===== src/design/cmc_defines.vh =====
// constants for the cache mode control block
// assumes inclusion by bare name from every design file of the block
`ifndef CMC_DEFINES_VH
`define CMC_DEFINES_VH

// control register layout
`define CMC_CR_W 32
`define CMC_CD_BIT 30
`define CMC_NW_BIT 29
`define CMC_CR_RST 32'h4000_0000

// fault reporting
`define CMC_ERR_W 16
`define CMC_GP_ERR_CODE 16'h0000

// two-bit line coherence states
`define CMC_ST_I 2'h0
`define CMC_ST_S 2'h1
`define CMC_ST_E 2'h2
`define CMC_ST_M 2'h3

// cache operating modes (value is {cache_disable, write_policy})
`define CMC_MODE_NORMAL 2'h0
`define CMC_MODE_BAD 2'h1
`define CMC_MODE_NOFILL 2'h2
`define CMC_MODE_NOCOH 2'h3

`endif


===== src/design/cmc_snoop_resp.v =====
// snoop answer logic for one cache line lookup per request
// assumes the caller supplies the line state the tag lookup found
`timescale 1ns/10ps
`include "cmc_defines.vh"

module cmc_snoop_resp (
	input wire mclk, // core clock
	input wire nrst, // asynchronous reset, active low
	input wire snp_valid, // snoop request pulse
	input wire snp_inval, // snoop wants ownership
	input wire [1:0] snp_state, // line state found for snoop
	output reg snp_done_ff, // snoop answer pulse
	output reg snp_hit_ff, // line held valid
	output reg snp_hitm_ff, // line held modified, must be written back
	output reg [1:0] snp_new_state_ff // state the line moves to
);

	reg [1:0] nxt_snp_new_state;

	// next state of the snooped line, independent of the cache mode
	always @* begin
		nxt_snp_new_state = snp_state;
		if (snp_state != `CMC_ST_I) begin
			if (snp_inval) begin
				nxt_snp_new_state = `CMC_ST_I;
			end else begin
				nxt_snp_new_state = `CMC_ST_S;
			end
		end
	end

	// answer registered one cycle after the request
	always @(posedge mclk or negedge nrst) begin
		if (!nrst) begin
			snp_done_ff <= 1'b0;
			snp_hit_ff <= 1'b0;
			snp_hitm_ff <= 1'b0;
			snp_new_state_ff <= `CMC_ST_I;
		end else begin
			snp_done_ff <= snp_valid;
			if (snp_valid) begin
				snp_hit_ff <= (snp_state != `CMC_ST_I);
				snp_hitm_ff <= (snp_state == `CMC_ST_M);
				snp_new_state_ff <= nxt_snp_new_state;
			end
		end
	end

endmodule // cmc_snoop_resp


===== src/design/cmc_cache_mode_control.v =====
// cache operating-mode control: control register, access policy, snoops
// assumes single-cycle tag lookup results and synchronous inputs on mclk
`timescale 1ns/10ps
`include "cmc_defines.vh"

module cmc_cache_mode_control (
	input wire mclk, // core clock, 100 MHz
	input wire nrst, // asynchronous reset, active low
	input wire ctl_wr, // privileged control register write pulse
	input wire [31:0] ctl_wdata, // value to load
	output wire [31:0] ctl_rdata, // system control register contents
	output wire cache_disable_flag, // current disable flag
	output wire write_policy_flag, // current write policy flag
	output reg [1:0] cache_mode_ff, // current operating mode
	output reg general_protection_fault_ff, // fault pulse on bad write
	output reg [15:0] gp_err_code_ff, // fault error code
	input wire reduced_variant, // level: reduced implementation variant
	input wire writeback_select_input, // write-back select for variant
	input wire pg_cacheable, // page and region allow caching
	input wire mtrr_allow_modify, // range registers allow shared->modified
	input wire memory_range_type_registers_en, // range registers enabled
	input wire all_uncached, // all memory referenced as uncached
	input wire acc_valid, // access request pulse
	input wire acc_write, // access is a write
	input wire [1:0] acc_line_state, // coherence state of looked-up line
	output reg acc_done_ff, // access decision pulse
	output reg acc_from_cache_ff, // served by or written into cache
	output reg acc_mem_read_ff, // access reads system memory
	output reg acc_mem_write_ff, // write propagates to system memory
	output reg acc_fill_ff, // allocate and fill the line
	output reg acc_evict_ok_ff, // fill may replace a valid line
	output reg acc_rd_inval_ff, // issue read-invalidate bus cycle
	output reg [1:0] acc_new_state_ff, // line state after the access
	output reg strict_order_ff, // strict memory ordering in force
	input wire inv_req, // line invalidation request pulse
	input wire [1:0] inv_state, // state of line to invalidate
	output reg inv_ack_ff, // invalidation accepted pulse
	output reg inv_wb_ff, // invalidated line was modified
	input wire snp_valid, // bus snoop request pulse
	input wire snp_inval, // snoop wants ownership
	input wire [1:0] snp_state, // line state found for snoop
	output wire snp_done, // snoop answer pulse
	output wire snp_hit, // snoop hit a valid line
	output wire snp_hitm, // snoop hit a modified line
	output wire [1:0] snp_new_state // line state after the snoop
);

	reg [31:0] ctl_reg_ff;
	reg nxt_fault;
	reg [1:0] nxt_mode;
	reg nxt_from_cache;
	reg nxt_mem_read;
	reg nxt_mem_write;
	reg nxt_fill;
	reg nxt_evict_ok;
	reg nxt_rd_inval;
	reg [1:0] nxt_state;
	wire hit;
	wire wr_cd;
	wire wr_nw;

	assign cache_disable_flag = ctl_reg_ff[`CMC_CD_BIT];
	assign write_policy_flag = ctl_reg_ff[`CMC_NW_BIT];
	assign ctl_rdata = ctl_reg_ff;
	assign wr_cd = ctl_wdata[`CMC_CD_BIT];
	assign wr_nw = ctl_wdata[`CMC_NW_BIT];
	assign hit = (acc_line_state != `CMC_ST_I);

	// write check: disable clear with write policy set is refused
	always @* begin
		nxt_fault = ctl_wr & ~wr_cd & wr_nw;
		nxt_mode = cache_mode_ff;
		if (ctl_wr && !nxt_fault) begin
			nxt_mode = {wr_cd, wr_nw};
		end
	end

	// control register, reset into no-fill mode
	always @(posedge mclk or negedge nrst) begin
		if (!nrst) begin
			ctl_reg_ff <= `CMC_CR_RST;
			cache_mode_ff <= `CMC_MODE_NOFILL;
			general_protection_fault_ff <= 1'b0;
			gp_err_code_ff <= `CMC_GP_ERR_CODE;
		end else begin
			general_protection_fault_ff <= nxt_fault;
			if (nxt_fault) begin
				gp_err_code_ff <= `CMC_GP_ERR_CODE;
			end
			if (ctl_wr && !nxt_fault) begin
				ctl_reg_ff <= ctl_wdata;
			end
			cache_mode_ff <= nxt_mode;
		end
	end

	// access policy per mode, hit or miss, read or write
	always @* begin
		nxt_from_cache = 1'b0;
		nxt_mem_read = 1'b0;
		nxt_mem_write = 1'b0;
		nxt_fill = 1'b0;
		nxt_evict_ok = 1'b0;
		nxt_rd_inval = 1'b0;
		nxt_state = acc_line_state;
		case (cache_mode_ff)
			`CMC_MODE_NORMAL: begin
				if (!acc_write) begin
					if (hit) begin
						nxt_from_cache = 1'b1;
					end else begin
						nxt_mem_read = 1'b1;
						if (pg_cacheable) begin
							nxt_fill = 1'b1;
							nxt_evict_ok = 1'b1;
							nxt_state = `CMC_ST_E;
						end
					end
				end else if (hit) begin
					nxt_from_cache = 1'b1;
					if (acc_line_state == `CMC_ST_S) begin
						nxt_mem_write = 1'b1;
						if (reduced_variant) begin
							if (writeback_select_input) begin
								nxt_state = `CMC_ST_E;
							end
						end else if (mtrr_allow_modify) begin
							nxt_state = `CMC_ST_M;
							nxt_rd_inval = 1'b1;
						end
					end else begin
						nxt_state = `CMC_ST_M;
					end
				end else begin
					nxt_mem_write = 1'b1;
					if (!reduced_variant && pg_cacheable) begin
						nxt_fill = 1'b1;
						nxt_evict_ok = 1'b1;
						nxt_mem_read = 1'b1;
						nxt_state = `CMC_ST_M;
					end
				end
			end
			`CMC_MODE_NOFILL, `CMC_MODE_NOCOH: begin
				// restricted caching: no allocation of any kind
				if (!acc_write) begin
					if (hit) begin
						nxt_from_cache = 1'b1;
					end else begin
						nxt_mem_read = 1'b1;
					end
				end else if (hit) begin
					nxt_from_cache = 1'b1;
					if (acc_line_state == `CMC_ST_S) begin
						nxt_mem_write = (cache_mode_ff ==
							`CMC_MODE_NOFILL);
					end else begin
						nxt_state = `CMC_ST_M;
					end
				end else begin
					nxt_mem_write = 1'b1;
				end
			end
			default: begin
				nxt_mem_read = ~acc_write;
				nxt_mem_write = acc_write;
			end
		endcase
	end

	// access decision registered one cycle after the request
	always @(posedge mclk or negedge nrst) begin
		if (!nrst) begin
			acc_done_ff <= 1'b0;
			acc_from_cache_ff <= 1'b0;
			acc_mem_read_ff <= 1'b0;
			acc_mem_write_ff <= 1'b0;
			acc_fill_ff <= 1'b0;
			acc_evict_ok_ff <= 1'b0;
			acc_rd_inval_ff <= 1'b0;
			acc_new_state_ff <= `CMC_ST_I;
		end else begin
			acc_done_ff <= acc_valid;
			if (acc_valid) begin
				acc_from_cache_ff <= nxt_from_cache;
				acc_mem_read_ff <= nxt_mem_read;
				acc_mem_write_ff <= nxt_mem_write;
				acc_fill_ff <= nxt_fill;
				acc_evict_ok_ff <= nxt_evict_ok;
				acc_rd_inval_ff <= nxt_rd_inval;
				acc_new_state_ff <= nxt_state;
			end
		end
	end

	// ordering: set only by range registers off or all memory uncached
	always @(posedge mclk or negedge nrst) begin
		if (!nrst) begin
			strict_order_ff <= 1'b0;
		end else begin
			strict_order_ff <= ~memory_range_type_registers_en |
				all_uncached;
		end
	end

	// line invalidations are accepted in every mode
	always @(posedge mclk or negedge nrst) begin
		if (!nrst) begin
			inv_ack_ff <= 1'b0;
			inv_wb_ff <= 1'b0;
		end else begin
			inv_ack_ff <= inv_req;
			if (inv_req) begin
				inv_wb_ff <= (inv_state == `CMC_ST_M);
			end
		end
	end

	// snoops answered whatever the flags hold
	cmc_snoop_resp u_snoop (
		.mclk(mclk),
		.nrst(nrst),
		.snp_valid(snp_valid),
		.snp_inval(snp_inval),
		.snp_state(snp_state),
		.snp_done_ff(snp_done),
		.snp_hit_ff(snp_hit),
		.snp_hitm_ff(snp_hitm),
		.snp_new_state_ff(snp_new_state)
	);

endmodule // cmc_cache_mode_control


===== config.mk =====
export PLATFORM = sky130hd
export DESIGN_NAME = cmc_cache_mode_control
export DESIGN_NICKNAME = d
export VERILOG_FILES = /design/src/design/cmc_snoop_resp.v /design/src/design/cmc_cache_mode_control.v
export VERILOG_INCLUDE_DIRS = /design/src /design/src/design
export SDC_FILE = /design/constraint.sdc
export NUM_CORES = 1
export LEC_CHECK = 0
export BUFFER_PORTS_ARGS = -buffer_cell sky130_fd_sc_hd__buf_2
export CAP_MARGIN = 10
export CORE_UTILIZATION = 35
export DETAILED_ROUTE_END_ITERATION = 10
export MAX_ROUTING_LAYER = met4
export PLACE_DENSITY = 0.66
export SYNTH_ARGS = -nofsm -noshare
export SYNTH_HDL_FRONTEND = slang
export SYNTH_SLANG_ARGS = --single-unit

===== constraint.sdc =====
create_clock -name mclk -period 2.3 [get_ports mclk]
set_input_delay 0.46 -clock mclk [delete_from_list [all_inputs] [get_ports mclk]]
set_output_delay 0.46 -clock mclk [all_outputs]
set_load 0.02 [all_outputs]

# Word level (Yosys, flattened, before mapping)
# Cells that the tools add are included.
[word_totals]
inputBits = 52
word_cells = 77
output_inout_bits = 70
register_bits = 51
[op_classes]
bitwise = 6
reduce_logical = 9
n_eq_ne = 5
mux = 40
[ops]
columns = ["cell", "count"]
rows = [
  ["$mux 2", 13],
  ["$mux 1", 24],
  ["$eq 2x2->1 const B", 4],
  ["$pmux 1 s2", 2],
  ["$pmux 2 s2", 1],
  ["$reduce_bool 2->1", 2],
  ["$not 1->1", 3],
  ["$reduce_or 3->1", 1],
  ["$and 1x1->1", 2],
  ["$eq 2x1->1 const B", 1],
  ["$logic_and 1x1->1", 2],
  ["$logic_not 1->1", 2],
  ["$logic_not 2->1", 1],
  ["$reduce_or 2->1", 1],
  ["$or 1x1->1", 1],
]

# Logic depth before layout (Yosys ltp)
[depth]
word_depth = 6
depth_mapped = 4
depth_no_buf = 3

# By module
# From an unflattened synthesis, not the netlist that was laid out.
[hier_totals]
hier_cells = 160
area_unflattened_um2 = 2105.8
[by_module_without_submodules]
columns = ["module", "area_each_um2", "n_inst", "seq_area_each_um2", "cells_each"]
rows = [
  ["cmc_cache_mode_control", 1929.4, 1, 1102.3, 145],
  ["cmc_snoop_resp", 176.4, 1, 125.1, 15],
]

# Least setup slack after synthesis
# OpenSTA, ideal clock, no wires.
[synth_path]
path_kind = "input to register"
start = "input ctl_wdata[29]"
end = "register ctl_reg_ff[0] (netlist: ctl_rdata[0])"
stages = 4
setup_time_ns = 0.125
slack_ns = 0.985
n_path_buf = 1
arrival_time_ns = 1.191
t_required_ns = 2.175
cell_sequence = "inv_1 o21ai_2 buf_6 mux2_2"
[synth_via]
elab_chain_len = 3
[synth_lines]
columns = ["item", "line", "rtl"]
rows = [
  ["from (decl)", "cmc_cache_mode_control.v:10", "input wire [31:0] ctl_wdata,"],
  ["$and 1x1->1", "cmc_cache_mode_control.v:71", "nxt_fault = ctl_wr & ~wr_cd & wr_nw;"],
  ["$logic_not 1->1", "cmc_cache_mode_control.v:90", "if (ctl_wr && !nxt_fault) begin"],
  ["$logic_and 1x1->1", "cmc_cache_mode_control.v:90", ""],
  ["to (signal assigned)", "cmc_cache_mode_control.v:81", "ctl_reg_ff <= `CMC_CR_RST;"],
  ["to (signal assigned)", "cmc_cache_mode_control.v:91", "ctl_reg_ff <= ctl_wdata;"],
  ["to (decl)", "cmc_cache_mode_control.v:48", "reg [31:0] ctl_reg_ff;"],
]
# No other way between the ends.
# A chain may end at the register's enable or synchronous reset.

# Worst setup path in the final report
[layout_path]
start = "register ctl_reg_ff[30] (netlist: ctl_rdata[30])"
end = "output cache_disable_flag"
[layout_rtl]
columns = ["item", "line", "rtl"]
rows = [
  ["to (decl)", "cmc_cache_mode_control.v:12", "output wire cache_disable_flag,"],
]
# No word-level cell between the ends.

==> impl_metrics.csv <==
group,metric,value,unit
timing,fin_worst_hold_slack,0.1740,ns
finish,stdcell_area,0.002731,mm²
clock_tree,clkLatencyLatePin,0.29,ns
clock_tree,cts_resized,0,
floorplanning,dieArea,0.006353,mm²
critical_path,crit_family,"flip-flops",
clock_tree,cts-hold-fix-buffers,0,
critical_path,cpMaxStageDelayCell,"dfstp_2",
power_and_ir_drop,leakagePower,1.377,nW
placed_design,dpl_cell_area,0.002641,mm²
timing,tightest_slew,0.6255,ns
global_route,grt_use_total,13.95,%
synthesis,synth_edf_count,0,
finish,diodes,0,
synthesis,seq_area_frac_synth,58.08,%
finish,area_delta_synth_final,29.25,%
synthesis,yosys_warnings,0,
clock_tree,cts_setup_buffers,0,
floorplanning,start_util,37.24,%
clock_tree,cts_sinks,49,
global_route,grt_pass1_vias,1478,
drt,drc,0,
drt,viasPerCell,4.470,
power_and_ir_drop,powerDensity,728.5,mW/mm²
global_route,antenna_found_initial,0,
critical_path,crit_chain,"buf_2",
drt,vias,1502,
placed_design,post-dp-hpwl,3003,µm
timing,fmax,622.9,MHz
job,max-cap-violations,0,
power_and_ir_drop,vdd_drop_max,0.3629,mV
synthesis,synthArstFlopShare,100.0,%
drt,ant_nets,0,
timing,relSlewSlack,58.30,%
critical_path,critPathBufInv,1,
clock_tree,cts-root-buf,"clkbuf_8",
drt,wire_per_inst,11.66,µm
global_route,grt_overflow,0,
timing,post-route-period-util,69.80,%
clock_tree,clk_pin_slew,0.08,ns
drt,firstDrtPassIters,3,
floorplanning,core,0.005675,mm²
clock_tree,cts_buffer_depth,2,
finish,n_fill_cell,538,
finish,layout.nets,316,
timing,rsz0062_at_grt,"no",
synthesis,ys_ff_latch,49,
finish,drive_gt1_share,56.44,%
clock_tree,cts_made_buffers,5,
critical_path,path_class,"reg -> out",
critical_path,worstPathMaxFanout,9,
timing,setup_viol,0,
timing,slew_viol_final,0,
global_route,grt_max_degree,28,
drt,dr.first_iter.drc_count,22,
drt,wl,3917,µm
timing,skew,0.001343,ns
timing,setup_tns,0,ns
critical_path,cp.arrival,1.15,ns
clock_tree,cts_tree,"yes",
synthesis,ys.flop_type,"dfrtp_1",
synthesis,syn_inst,159,
floorplanning,io_pins,122,
floorplanning,die_x,79.71,µm
critical_path,cp_slowest_stage_delay,0.65,ns
clock_tree,cts_htree_levels,2,
hold_path,hp-class,"in -> async",
synthesis,avgSynthCellArea,13.29,µm²
synthesis,syn_area,0.002113,mm²
placed_design,gp_congestion,0.7422,
floorplanning,die_h,79.71,µm
timing,hold_violations,0,
synthesis,synth_cell_types,31,
critical_path,required,1.84,ns
global_route,grt_pass1_wl,6575,µm
status,status,"finished clean",
placed_design,port_buffers,105,
finish,postLayoutCoreUtil,48.13,%
critical_path,critPathLaunchType,"flop",
critical_path,cp-end-kind,"output pin",
floorplanning,core.rowCount,27,
timing,period_needed,1.605,ns
-- synthesized netlist by cell type (2+ instances only) --
cell       n  area, µm²
a21oi_1    4      20.02
a32o_1     2      20.02
buf_4     21      157.7
buf_6      3      33.78
dfrtp_1   48       1201
inv_1      5      18.77
mux2_1     2      22.52
mux2_2    30      337.8
nand2_1    4      15.01
nand2b_1   3      18.77
nand3_1    2      10.01
nor2_1     9      33.78
nor2b_1    5      31.28
o21ai_0    4      20.02
-- metal layers --
metal,global-route usage (%),wire (µm),share of wire [%],vias up
li1,-,-,-,716
met4,6.000,62,1.6,0
met2,24.44,1998,51,62
met1,14.99,1581,40,716
met3,3.314,274,7.0,8
met5,-,0,0,-
-- cell usage in the layout, fill, tap and decap left out --
master and instances:
dfrtp_1 48, o211ai_1 1, nor3b_1 1, a21o_1 1
a32o_1 2, o21ai_4 1, buf_2 105, a221oi_2 1
o21ai_0 4, conb_1 16, nand2b_1 3, a22o_1 1
a21oi_1 4, a211oi_1 1, nand2_1 4, nor4b_4 1
clkinvlp_4 1, mux2i_1 1, a311oi_1 1, o311ai_0 1
and2_4 1, nand3b_1 1, inv_1 5, dfstp_2 1
mux2_1 2, clkbuf_8 6, nor3_1 1, nand3_1 2
buf_12 2, nor2_1 9, nor2b_1 5, mux2_2 30
o21bai_1 1
-- through the flow --
step / power [W] / setup slack [ns] / std cells
2_1_floorplan: 0.001345 / 0.9847 / 174
3_3_place_gp: 0.001508 / 0.5940 / 329
3_5_place_dp: 0.001515 / 0.5626 / 329
4_1_cts: 0.002029 / 0.6722 / 336
5_1_grt: 0.002106 / 0.6465 / 336
6_report: 0.001990 / 0.6946 / 336
-- sequential cells by signal, summed over array words and instances (netlist names) --
signal and cells:
ctl_rdata 31, acc_new_state_ff 2, u_snoop.snp_new_state_ff 2, acc_done_ff 1, acc_evict_ok_ff 1, acc_from_cache_ff 1
acc_mem_read_ff 1, acc_mem_write_ff 1, acc_rd_inval_ff 1, cache_mode_ff 1, general_protection_fault_ff 1, inv_ack_ff 1
inv_wb_ff 1, strict_order_ff 1, u_snoop.snp_done_ff 1, u_snoop.snp_hit_ff 1, u_snoop.snp_hitm_ff 1
-- kinds of logic (layout without fill, tap and decap cells) --
group	Yosys count	in the layout	synth area share [%]
flops	49	49	58.08
compound gates	19	19	6.632
simple gates	28	28	7.637
other cells	1	16	0.1774
mux	33	33	17.52
buf+inv	29	119	9.947
-- path summary, 6_finish.rpt --
check                                  start                  to  slack, ns  cells past startpoint
setup / recovery               ctl_rdata[30]  cache_disable_flag       0.69                      1
hold / removal                          nrst     acc_rd_inval_ff       0.17                      1
setup reg to reg               ctl_rdata[30]    acc_mem_write_ff       0.97                      3
hold reg to reg            acc_from_cache_ff   acc_from_cache_ff       0.49                      1
max in group asynchronous               nrst       ctl_rdata[30]       1.51                      2
min in group mclk                    inv_req          inv_ack_ff       0.29                      1
-- cell type report --
class                   count  area (µm²)  area share [%]
clock buffers               6       82.58           3.023
clock inverters             1       7.507          0.2749
inverters                   5       18.77          0.6871
multi-input cells          96       739.5           27.07
flip-flops and latches     49        1227           44.94
well taps                  72       90.09           3.298
repair buffers            107       565.5           20.71
-- power by group --
group	internal [W]	switching [W]	total, W
registers	0.000957	0.0000526	0.00101
logic	0.000195	0.000284	0.000480
clock network	0.000238	0.000262	0.000500
total	0.00139	0.000599	0.00199
Note: power is estimated with default switching activity, not from simulation.
